--- src/common/mcrb_defs.svh ---
`ifndef MCRB_DEFS_SVH
`define MCRB_DEFS_SVH

// Register addresses (3-bit bus address)
`define MCRB_ADDR_CTRL1      3'h1
`define MCRB_ADDR_CTRL2      3'h4
`define MCRB_ADDR_CTRL3      3'h5
`define MCRB_ADDR_SIG        3'h6

// Field positions
`define MCRB_CR1_PAT_HI      7
`define MCRB_CR1_PAT_LO      6
`define MCRB_CR2_SPEC_BIT    6
`define MCRB_CR3_ALT_BIT     7
`define MCRB_CR3_TRI_BIT     6
`define MCRB_CR3_BOOST_BIT   4
`define MCRB_CR3_ATT_HI      3
`define MCRB_EXT_SRC_BIT     3
`define MCRB_EXT_SQ_HI       2
`define MCRB_EXT_SQ_LO       1
`define MCRB_EXT_RW_MASK     8'h0F

// Reset values
`define MCRB_CTRL1_RST       8'h00
`define MCRB_CTRL2_RST       8'h00
`define MCRB_CTRL3_RST       8'h04
`define MCRB_EXT_RST         8'h00
`define MCRB_SQ_DEFAULT      2'h0

// Arbitrary identity value, not tied to any product
`define MCRB_SIG_VALUE       8'h50

`endif

--- src/common/mcrb_pkg.sv ---
package mcrb_pkg;

    typedef enum logic [1:0]
    {
        MCRB_PAT_DATA  = 2'h0,
        MCRB_PAT_ALT   = 2'h1,
        MCRB_PAT_MARK  = 2'h2,
        MCRB_PAT_SPACE = 2'h3
    } mcrb_pat_t;

    typedef struct packed
    {
        logic       wr;
        logic       rd;
        logic [2:0] addr;
        logic [7:0] wdata;
    } mcrb_req_t;

    typedef struct packed
    {
        logic [7:0] ctrl1;
        logic [7:0] ctrl2;
        logic [7:0] ctrl3;
        logic [7:0] ext;
        logic [7:0] rdata;
        logic       rvalid;
    } mcrb_state_t;

    typedef struct packed
    {
        logic tx_bit;
        logic alt_phase;
    } mcrb_tx_state_t;

endpackage

--- src/mcrb_tx_select.sv ---
`timescale 1ns/1ns
`include "mcrb_defs.svh"

module mcrb_tx_select
    import mcrb_pkg::*;
(
    input  wire logic      CLK,        // System clock
    input  wire logic      SYS_RST,    // Sync reset, high
    input  wire mcrb_pat_t pattern,    // Test pattern select
    input  wire logic      use_alt,    // Register source select
    input  wire logic      alt_bit,    // Register data bit
    input  wire logic      pin_bit,    // Serial pin data
    output logic           tx_bit      // Selected data, registered
);

    mcrb_tx_state_t state_reg;
    mcrb_tx_state_t state_next;

    always_comb
    begin
        state_next = state_reg;
        state_next.alt_phase = ~state_reg.alt_phase;
        // Test patterns outrank both data sources
        case (pattern)
            MCRB_PAT_ALT:   state_next.tx_bit = state_reg.alt_phase;
            MCRB_PAT_MARK:  state_next.tx_bit = 1'b1;
            MCRB_PAT_SPACE: state_next.tx_bit = 1'b0;
            MCRB_PAT_DATA:  state_next.tx_bit = use_alt ? alt_bit : pin_bit;
            default:        state_next.tx_bit = pin_bit;
        endcase
    end

    always_ff @(posedge CLK)
    begin
        if (SYS_RST)
        begin
            state_reg <= '{tx_bit: 1'b1, alt_phase: 1'b0};
        end
        else
        begin
            state_reg <= state_next;
        end
    end

    assign tx_bit = state_reg.tx_bit;

endmodule

--- src/mcrb_reg_bank.sv ---
// Contract
// - Special-access bit redirects address to extension
// - Bit 6 one tristates both clock pins
// - Bit 7 is alternate transmit data
// - Extension bit 3 selects transmit source
// - Test pattern overrides both data sources
// - Extension bits 7-4 read-only, 3-0 writable
`timescale 1ns/1ns
`include "mcrb_defs.svh"

module mcrb_reg_bank
    import mcrb_pkg::*;
(
    input  wire logic       CLK,              // System clock, 100 MHz
    input  wire logic       SYS_RST,          // Sync reset, high
    input  wire logic       BUS_WR,           // Write strobe, one cycle
    input  wire logic       BUS_RD,           // Read strobe, one cycle
    input  wire logic [2:0] BUS_ADDR,         // Register address
    input  wire logic [7:0] BUS_WDATA,        // Write data
    input  wire logic       TXD_PIN,          // Serial transmit data input
    input  wire logic       TXBAUD_IN,        // Baud clock status from pump
    input  wire logic       RXUNSCR_IN,       // Unscrambled receive data from pump
    output logic [7:0]      BUS_RDATA,        // Read data
    output logic            BUS_RVALID,       // Read data valid, one cycle
    output logic            TX_DATA,          // Data toward modulator
    output logic [3:0]      TX_LEVEL_CODE,    // Transmit attenuator code
    output logic            RX_GAIN_BOOST,    // Receive boost enable
    output logic [1:0]      SQ_THRESHOLD,     // Signal quality threshold select
    output logic            TRANSMIT_BIT_CLOCK_OUT_OUT,        // Transmit bit clock level
    output logic            TRANSMIT_BIT_CLOCK_OUT_OE_N,       // Transmit clock enable, low drives
    output logic            RECEIVE_BIT_CLOCK_OUT_OUT,        // Receive bit clock level
    output logic            RECEIVE_BIT_CLOCK_OUT_OE_N        // Receive clock enable, low drives
);

    mcrb_req_t   req;
    mcrb_state_t state_reg;
    mcrb_state_t state_next;
    logic        spec_sel;
    logic        tx_sel;
    logic        tri_reg;
    logic        tri_next;
    logic        bclk_reg;

    assign req = '{wr: BUS_WR, rd: BUS_RD, addr: BUS_ADDR, wdata: BUS_WDATA};
    assign spec_sel = state_reg.ctrl2[`MCRB_CR2_SPEC_BIT];

    always_comb
    begin
        state_next = state_reg;
        state_next.rvalid = 1'b0;
        if (req.wr)
        begin
            case (req.addr)
                `MCRB_ADDR_CTRL1: state_next.ctrl1 = req.wdata;
                `MCRB_ADDR_CTRL2: state_next.ctrl2 = req.wdata;
                `MCRB_ADDR_CTRL3:
                begin
                    if (spec_sel)
                    begin
                        // Only low nibble lands; upper bits stay zero
                        state_next.ext = req.wdata & `MCRB_EXT_RW_MASK;
                    end
                    else
                    begin
                        state_next.ctrl3 = req.wdata;
                    end
                end
                // Unmapped and read-only addresses take no write; keeps rvalid pulse intact
                default:
                begin
                    state_next.ctrl1 = state_next.ctrl1;
                end
            endcase
        end
        if (req.rd)
        begin
            state_next.rvalid = 1'b1;
            case (req.addr)
                `MCRB_ADDR_CTRL1: state_next.rdata = state_reg.ctrl1;
                `MCRB_ADDR_CTRL2: state_next.rdata = state_reg.ctrl2;
                `MCRB_ADDR_CTRL3:
                begin
                    if (spec_sel)
                    begin
                        // Bits 6 and 5 reflect live pump status; bits 7 and 4 read zero
                        state_next.rdata = {1'b0, TXBAUD_IN, RXUNSCR_IN, 1'b0,
                                            state_reg.ext[3:0]};
                    end
                    else
                    begin
                        state_next.rdata = state_reg.ctrl3;
                    end
                end
                `MCRB_ADDR_SIG:   state_next.rdata = `MCRB_SIG_VALUE;
                default:          state_next.rdata = 8'h00;
            endcase
        end
    end

    always_ff @(posedge CLK)
    begin
        if (SYS_RST)
        begin
            state_reg <= '{ctrl1: `MCRB_CTRL1_RST, ctrl2: `MCRB_CTRL2_RST,
                           ctrl3: `MCRB_CTRL3_RST, ext: `MCRB_EXT_RST,
                           rdata: 8'h00, rvalid: 1'b0};
        end
        else
        begin
            state_reg <= state_next;
        end
    end

    assign tx_sel   = state_reg.ext[`MCRB_EXT_SRC_BIT];
    assign tri_next = state_reg.ctrl3[`MCRB_CR3_TRI_BIT];

    // Enables and a free-running bit clock, all registered
    always_ff @(posedge CLK)
    begin
        if (SYS_RST)
        begin
            tri_reg  <= 1'b0;
            bclk_reg <= 1'b0;
        end
        else
        begin
            tri_reg  <= tri_next;
            bclk_reg <= ~bclk_reg;
        end
    end

    mcrb_tx_select u_tx_select
    (
        .CLK     (CLK),
        .SYS_RST (SYS_RST),
        .pattern (mcrb_pat_t'(state_reg.ctrl1[`MCRB_CR1_PAT_HI:`MCRB_CR1_PAT_LO])),
        .use_alt (tx_sel),
        .alt_bit (state_reg.ctrl3[`MCRB_CR3_ALT_BIT]),
        .pin_bit (TXD_PIN),
        .tx_bit  (TX_DATA)
    );

    assign BUS_RDATA     = state_reg.rdata;
    assign BUS_RVALID    = state_reg.rvalid;
    assign TX_LEVEL_CODE = state_reg.ctrl3[`MCRB_CR3_ATT_HI:0];
    assign RX_GAIN_BOOST = state_reg.ctrl3[`MCRB_CR3_BOOST_BIT];
    assign SQ_THRESHOLD  = state_reg.ext[`MCRB_EXT_SQ_HI:`MCRB_EXT_SQ_LO];
    assign TRANSMIT_BIT_CLOCK_OUT_OUT     = bclk_reg;
    assign RECEIVE_BIT_CLOCK_OUT_OUT     = bclk_reg;
    assign TRANSMIT_BIT_CLOCK_OUT_OE_N    = tri_reg;
    assign RECEIVE_BIT_CLOCK_OUT_OE_N    = tri_reg;

endmodule

--- config.mk ---
export PLATFORM = sky130hd
export DESIGN_NAME = mcrb_reg_bank
export DESIGN_NICKNAME = d
export VERILOG_FILES = /design/src/common/mcrb_pkg.sv /design/src/mcrb_tx_select.sv /design/src/mcrb_reg_bank.sv
export VERILOG_INCLUDE_DIRS = /design/src /design/src/common
export SDC_FILE = /design/constraint.sdc
export NUM_CORES = 1
export LEC_CHECK = 0
export BUFFER_PORTS_ARGS = -buffer_cell sky130_fd_sc_hd__buf_2
export CAP_MARGIN = 20
export CORE_MARGIN = 5
export CORE_UTILIZATION = 58
export DETAILED_ROUTE_END_ITERATION = 7
export GPL_TIMING_DRIVEN = 0
export PLACE_DENSITY = 0.94
export SLEW_MARGIN = 20
export SYNTH_ARGS = -nofsm -noshare
export SYNTH_HDL_FRONTEND = slang
export SYNTH_SLANG_ARGS = --single-unit
--- constraint.sdc ---
create_clock -name CLK -period 3.5 [get_ports CLK]
set_input_delay 0.35 -clock CLK [delete_from_list [all_inputs] [get_ports CLK]]
set_output_delay 0.35 -clock CLK [all_outputs]
set_load 0.005 [all_outputs]
Yosys cells after proc, flatten, opt, wreduce, memory -nomap -nowiden --
Cells that the tools add are included.
Storage, ports and cells: bits in registers 41, input port bits 18, output and inout bits 21, logic and storage cells 30
Cells by class: equal/unequal tests 7, mux-type cells 5, bitwise gates (word level) 3, reduce and logical (&&, ||, !) cells 5
Operator list (count):
- case mux 8 bit (4 select lines) | 1
- equality test 3 bit (second input constant) | 3
- 2-to-1 mux 8 bit | 1
- AND reduction 3 bit | 2
- equality test 2 bit (second input constant) | 2
- case mux 1 bit (4 select lines) | 1
- AND reduction 2 bit | 2
- equality test 3 x 1 -> 1 bit (second input constant) | 1
- inverter 1 bit | 3
- equality test 2 x 1 -> 1 bit (second input constant) | 1
- zero test 2 bit | 1
- 2-to-1 mux 1 bit | 2

Logic depth before layout (Yosys ltp) --
Gate-level depths: netlist (run 1).
depth after elaboration 2, mapped depth 5, gate-level depth less buffers 4

Cells and area by module --
From an unflattened synthesis (run 1), not the netlist that was laid out.
Second synthesis, totals: cell total of the unflattened synthesis 193, area, all modules 1811.7 µm²
By module, submodules not included:
- mcrb_reg_bank | instances 1, cells an instance 185, area an instance 1726.7 µm², seq. area each 780.7 µm²
- mcrb_tx_select | instances 1, cells an instance 8, area an instance 85.1 µm², seq. area each 40.0 µm²

Worst setup path after synthesis (run 1) --
OpenSTA, ideal clock, no wires.
path kind input to register, start point input port BUS_ADDR[0], end point register state_reg (netlist bit BUS_RDATA[4]), library setup time 0.123 ns, data arrival time 1.156 ns, required time 3.377 ns, setup slack 2.221 ns, stages 5, path buffers 2, path through buf_6 > and4bb_1 > buf_6 > a222oi_1 > o21ai_1
On the way: longest elaborated chain between the ends 2, elaborated cells between the ends (all ways) 5, those cells by class eq/ne (4); mux (1)
RTL lines:
- start, declared | RTL line mcrb_reg_bank.sv:18 | input wire logic [2:0] BUS_ADDR,
- equality test 3 bit or equality test 3 x 1 -> 1 bit (tied branches) | RTL line mcrb_reg_bank.sv:78 | case (req.addr)
- case mux 8 bit (4 select lines) * | RTL line mcrb_reg_bank.sv:78
- end signal, assigned | RTL line mcrb_reg_bank.sv:104 | state_reg <= '{ctrl1: `MCRB_CTRL1_RST, ctrl2: `MCRB_CTRL2_RST,
- end signal, assigned | RTL line mcrb_reg_bank.sv:110 | state_reg <= state_next;
- end, declared | RTL line mcrb_reg_bank.sv:36 | mcrb_state_t state_reg;
Mark *: on every way between the ends. The rest lies on a longest branch, timed or not. A chain may end at the register's enable or synchronous reset.

Worst setup path after layout (run 1) --
start point register state_reg (netlist bit spec_sel), end point register state_reg (netlist bit BUS_RDATA[4])
On the way: longest elaborated chain between the ends 2
RTL lines:
- 2-to-1 mux 8 bit | RTL line mcrb_reg_bank.sv:83 | if (spec_sel)
- case mux 8 bit (4 select lines) | RTL line mcrb_reg_bank.sv:78
Every way passes these cells.

==> out/qor.yml, run 1 <==
outcome:
  status: "complete, no violations"
detailed_routing:
  drtIter0Drc: 135
  routed_wl_mm: 4.47
  dr.pass1.iters: 4
  avgRoutedWirePerCell_um: 15.4
  route.detailed.drc: 0
  num_vias: 1635
  ant_nets: 0
  vias_per_cell: 5.66
critical_path:
  crit_slowest_cell: "a222oi_1"
  worstRegToRegCells: 5
  path_class: "reg -> reg"
  path_cells: "buf_4 > and4bb_1 > buf_6 > a222oi_1 > o21ai_1"
  cp_slowest_stage_delay_ps: 450
  r2r_start: "spec_sel"
  crit_path_start: "spec_sel"
  required_ps: 3760
  cp-end-kind: "register"
  cp-start-kind: "register"
  cp_data_arrival_time_ps: 1730
  path_max_fanout: 10
pwr:
  power_density_nw_per_um2: 405
  peakVddDrop_mv: 0.296
  finalPower_w: 0.000899
  leakage_nw: 0.902
clocking:
  clk_pin_slew_ps: 120
  numCtsBuffers: 5
  cts_resized: 0
  holdBufCountCts: 0
  cts_tree: "yes"
  cts_max_level: 2
  cts_root_buf: "clkbuf_4"
  clkLatencyLatePin_ps: 370
  clockBufferDepth: 2
  cts_sinks: 41
  post_cts_buffers: 0
sta:
  hold_viol_final: 0
  setup_viol: 0
  grt_setup_unrepaired: "false"
  drv_slew: 0
  period_minus_slack_ps: 1470
  max_slew_margin_pct: 62.2
  max_clock_freq_ghz: 0.679
  worstMarginPinSlew_ps: 565
  finClkSkew_ps: 17.0
  tns_ps: 0
  timing.final.crit_share_pct: 42.1
finish:
  fin_area_um2: 2220
  antenna_cells: 0
  drive_gt1_share_pct: 29.8
  layout.nets: 262
  synthToLayoutAreaGrowth_pct: 16.9
  largest_reg_flops: 20
placed_design:
  placed_area_um2: 2130
  dp_hpwl_mm: 3.15
  place_congestion: 0.887
  io_buffers: 36
synth:
  synth-seq-cells: 41
  synth_edf_count: 0
  syn_area_um2: 1900
  ys.flop_type: "dfxtp_1"
  synth_nets: 219
  netlist_instances: 201
  synth_cell_types: 34
  synthArstFlopShare_pct: 0
  syn_area_per_cell_um2: 9.44
  yosysSeqAreaShare_pct: 43.3
  ys_warn_count: 0
worst_hold_path:
  hold_start: "SYS_RST"
  min_path_cells: 2
  worstHoldPathType: "in -> reg"
flow_run:
  maxCapViolCount: 0
floorplanning:
  rows: 20
  die_w_um: 67.2
  die-height_um: 67.2
  die_area_um2: 4510
  start_util_pct: 61.1
  num_io_pins: 39
  core_um2: 3100
grt:
  antenna_found_initial: 0
  grt_max_degree: 13
  grt_remaining_overflow: 0
  grt_pass1_wl_mm: 7.26
  track_usage_pct: 21.7
  grt_pass1_vias: 1535
worst max-delay path, delay by kind of cell (launching register included):
family	cells	cell delay [ps]
AOI/OAI and AO/OA	2	550
and+or+nand+nor	1	200
buffers and inverters	2	290
DFF	1	330
cell usage after synthesis, drive strengths merged, types with 4 or more instances:
cell	n	area, um2
nor3	6	35.0
o21ai	14	70.1
mux2i	22	220
nor2	20	75.1
nand2	5	18.8
nand4	4	25.0
a221o	5	50.1
nand3	10	50.1
a22o	5	43.8
clkbuf	4	15.0
dfxtp	41	821
buf	26	193
a21oi	12	60.1
through the flow:
step                      hold WS, ps  setup slack (ps)  instances  utilization [%]
after floorplan                   394              2220        201                -
after global placement            402              1970        281             68.7
after detailed placement          411              1940        281             68.7
after CTS                         221              2060        289             71.5
after global routing              235              2000        289             71.5
final                             211              2030        289             71.5
layout make-up:
class / count / area (um2)
timing repair buffer: 36 / 180
tap: 44 / 55.1
fill: 252 / 886
sequential: 41 / 821
buffer: 30 / 208
clock inverter: 1 / 30.0
clock buffer: 7 / 55.1
multi-input combinational: 127 / 857
inverter: 3 / 11.3
cell usage in the layout, fill, tap and decap left out, types with 2 or more instances in the layout:
cell type,n
nor2_1,20
buf_6,2
dfxtp_1,41
nor4bb_1,3
clkbuf_4,5
nor2b_1,3
a221o_1,5
buf_4,20
a22o_1,5
nand3_1,10
nor3_1,5
nand4_1,4
nand3b_1,3
and4bb_2,2
a21oi_1,12
nand2_1,5
mux2i_1,22
inv_1,3
o211ai_1,2
o21ai_0,13
buf_2,40
clkbuf_1,5
path summary, 6_finish.rpt:
kind                                              endpoint  slack, ps
worst min register to register    u_tx_select.state_reg[0]        430
worst max register to register                BUS_RDATA[4]       2030
worst min-delay path            RECEIVE_BIT_CLOCK_OUT_OE_N        210
worst max-delay path                          BUS_RDATA[4]       2030
layer usage:
metal  vias to the layer above  wire, um  track usage, %
li1                        800         -               -
met3                         5       337            3.99
met2                        67      2170            34.8
met4                         0        70            11.6
met5                         -         0               0
met1                       763      1890            27.6
report_power, final:
group / leakage [nW] / internal (W) / switching [W]
registers: 0.333 / 0.000477 / 0.00000536
logic: 0.524 / 0.0000373 / 0.0000520
clock network: 0.0455 / 0.000171 / 0.000156
cells by family (layout without fill, tap and decap cells):
logic type | count (synthesis) | after routing | synth area share, %
and+or+nand+nor | 62 | 62 | 18.6
AOI/OAI and AO/OA | 43 | 43 | 15.0
muxes | 22 | 22 | 11.6
buffers and inverters | 33 | 77 | 11.5
DFF | 41 | 41 | 43.3
Note: power is estimated with default switching activity, not from simulation.
==> run 2, diff against run 1 <==
Settings changed: CORE_UTILIZATION 58 to 54, PLACE_DENSITY 0.94 to 0.89.
Clock period 3.5 ns to 1.4 ns, I/O delays scaled along.
==> run 2 against run 1 <==
Die area grew 6.3%. Via count shrank 1.2%. Final cell count grew 2.4%. Clock-buffer cell count grew 1. Core utilization shrank 5.1 points. Worst hold slack lost 200 ps. Sequential power grew to 2.5 times the previous value. Sequential share of layout area shrank 0.19 points. Combinational power grew to 2.5 times the previous value. Non-clock buffer count grew 5.
==> out/qor.yml, run 2 (same netlist as run 1, synthesis figures left out) <==
outcome:
  status: "complete, no violations"
floorplanning:
  die-height_um: 69.3  # +3.1%
  core_um2: 3360  # +8.4%
  die_area_um2: 4800  # +6.3%
  die_w_um: 69.3  # +3.1%
  rows: 21  # +5.0%
  start_util_pct: 56.4  # -4.7 points
  num_io_pins: 39  # unchanged
critical_path:
  cp-end-kind: "register"
  cp-start-kind: "register"
  cp_data_arrival_time_ps: 1610  # -120 ps
  path_max_fanout: 5  # -5
  path_class: "reg -> reg"
  required_ps: 1640  # -2120 ps
sta:
  max_clock_freq_ghz: 0.731  # +7.6%
  drv_slew: 0  # unchanged
  holdWs_ps: 16.0  # -195 ps
  timing.final.crit_share_pct: 97.7  # +56 points
  tns_ps: 0  # unchanged
  finClkSkew_ps: 7.87  # -9.13 ps
  hold_viol_final: 0  # unchanged
  worstMarginPinSlew_ps: 494  # -71.5 ps
  grt_setup_unrepaired: "true"
  setup_viol: 0  # unchanged
  period_minus_slack_ps: 1370  # -104 ps
  max_slew_margin_pct: 66.9  # +4.8 points
finish:
  antenna_cells: 0  # unchanged
  drive_gt1_share_pct: 32.0  # +2.2 points
  synthToLayoutAreaGrowth_pct: 17.7
  fin_cells: 296  # +2.4%
  largest_reg_flops: 20  # unchanged
  layout.nets: 267  # +1.9%
  fin_area_um2: 2230  # +0.68%
  most-common-layout-cells: "dfxtp_1 (40), buf_2 (40), buf_4 (25)"
placed_design:
  dp_hpwl_mm: 3.16  # +0.38%
  placed_area_um2: 2130  # +0.12%
  place_congestion: 0.835  # -5.9%
  dp_cells: 283  # +0.71%
  io_buffers: 36  # unchanged
clocking:
  clk_pin_slew_ps: 110  # about the same
  cts_root_buf: "clkbuf_4"
  cts_tree: "yes"
  numCtsBuffers: 5  # unchanged
  cts_max_level: 2  # unchanged
  cts_sinks: 41  # unchanged
  clockBufferDepth: 2  # unchanged
  clkLatencyLatePin_ps: 350  # -20 ps
grt:
  antenna_found_initial: 0  # unchanged
  grt_remaining_overflow: 0  # unchanged
  grt_pass1_wl_mm: 7.37  # +1.5%
  track_usage_pct: 18.9  # -2.9 points
  grt_pass1_vias: 1574  # +2.5%
  grt_max_degree: 12  # -1
detailed_routing:
  dr.pass1.iters: 4  # unchanged
  ant_nets: 0  # unchanged
  vias_per_cell: 5.46  # -3.5%
  num_vias: 1616  # -1.2%
  avgRoutedWirePerCell_um: 14.6  # -5.3%
  route.detailed.drc: 0  # unchanged
  drtIter0Drc: 111  # -18%
  routed_wl_mm: 4.33  # -3.0%
flow_run:
  maxCapViolCount: 0  # unchanged
pwr:
  swShare_pct: 25.1  # +1.3 points
  power_switching_w: 0.000499  # +130%
  p_clk_share_pct: 28.0  # -8.4 points
  combPwrFrac_pct: 11.3  # +1.4 points
  power_density_nw_per_um2: 891  # +120%
  finalPower_w: 0.00199  # +120%
  internal_power_w: 0.00149  # +120%
  leakage_nw: 0.909  # +0.79%
  peakVddDrop_mv: 0.463  # +56%
  power_frac_seq_pct: 60.6  # +6.9 points
worst_hold_path:
  worstHoldPathType: "in -> reg"
-- run 2: final cells by class --
cell class,instances,area (um2)
Multi-Input combinational cell,127,867
Sequential cell,41,822
Fill cell,298,1130
Timing Repair Buffer,42,225
Buffer,29,200
Tap cell,46,57.6
Inverter,3,11.3
Clock buffer,8,48.8
-- run 2: final timing paths --
path | startpoint | end | slack [ps] | cells after the start
hold reg to reg | u_tx_select.state_reg[0] | u_tx_select.state_reg[0] | 430 | 1
setup reg to reg | spec_sel | BUS_RDATA[4] | 30 | 4
setup / recovery | spec_sel | BUS_RDATA[4] | 30 | 4
hold / removal | SYS_RST | RECEIVE_BIT_CLOCK_OUT_OE_N | 20 | 2
-- run 2: per-stage QoR --
stage / util [%] / setup WS, ps
4_1_cts: 65.7 / 14.9
3_5_place_dp: 63.5 / -3.01
6_report: 66.4 / 31.6
2_1_floorplan: - / 164
3_3_place_gp: 63.5 / 22.1
5_1_grt: 66.4 / -16.3
-- run 2: power groups by stage --
| stage | Sequential (W) | Clock (W) | Combinational (W) |
|---|---|---|---|
| after global placement | 0.00123 | 0 | 0.000210 |
| after floorplan | 0.00123 | 0 | 0.000135 |
| final | 0.00121 | 0.000558 | 0.000226 |
| after global routing | 0.00121 | 0.000609 | 0.000248 |
| after detailed placement | 0.00123 | 0 | 0.000214 |
| after CTS | 0.00121 | 0.000564 | 0.000221 |
-- run 2: worst max-delay path, stage by stage (launching register included) --
cell      delay [ps]
dfxtp_2          350
buf_6            100
and4bb_2         270
a222oi_1         440
o21ai_1          100
-- run 2: timing repair --
item | 4_1_cts | 5_1_grt
endpoints found under the setup margin | 1 | 8
buffers inserted | 3 | 3
cloned | 0 | 0
hold endpoints to repair | 0 | 0
resized for setup | 2 | 4
hold buffers | 0 | 0
pin swaps | 2 | 3
-- run 2: per-layer routing --
layer,track usage (%),vias up,part of all wire (%)
met5,0,-,0
met4,11.3,0,2.2
met3,4.20,9,6.0
met2,28.9,61,49
met1,24.1,742,43
li1,-,804,-
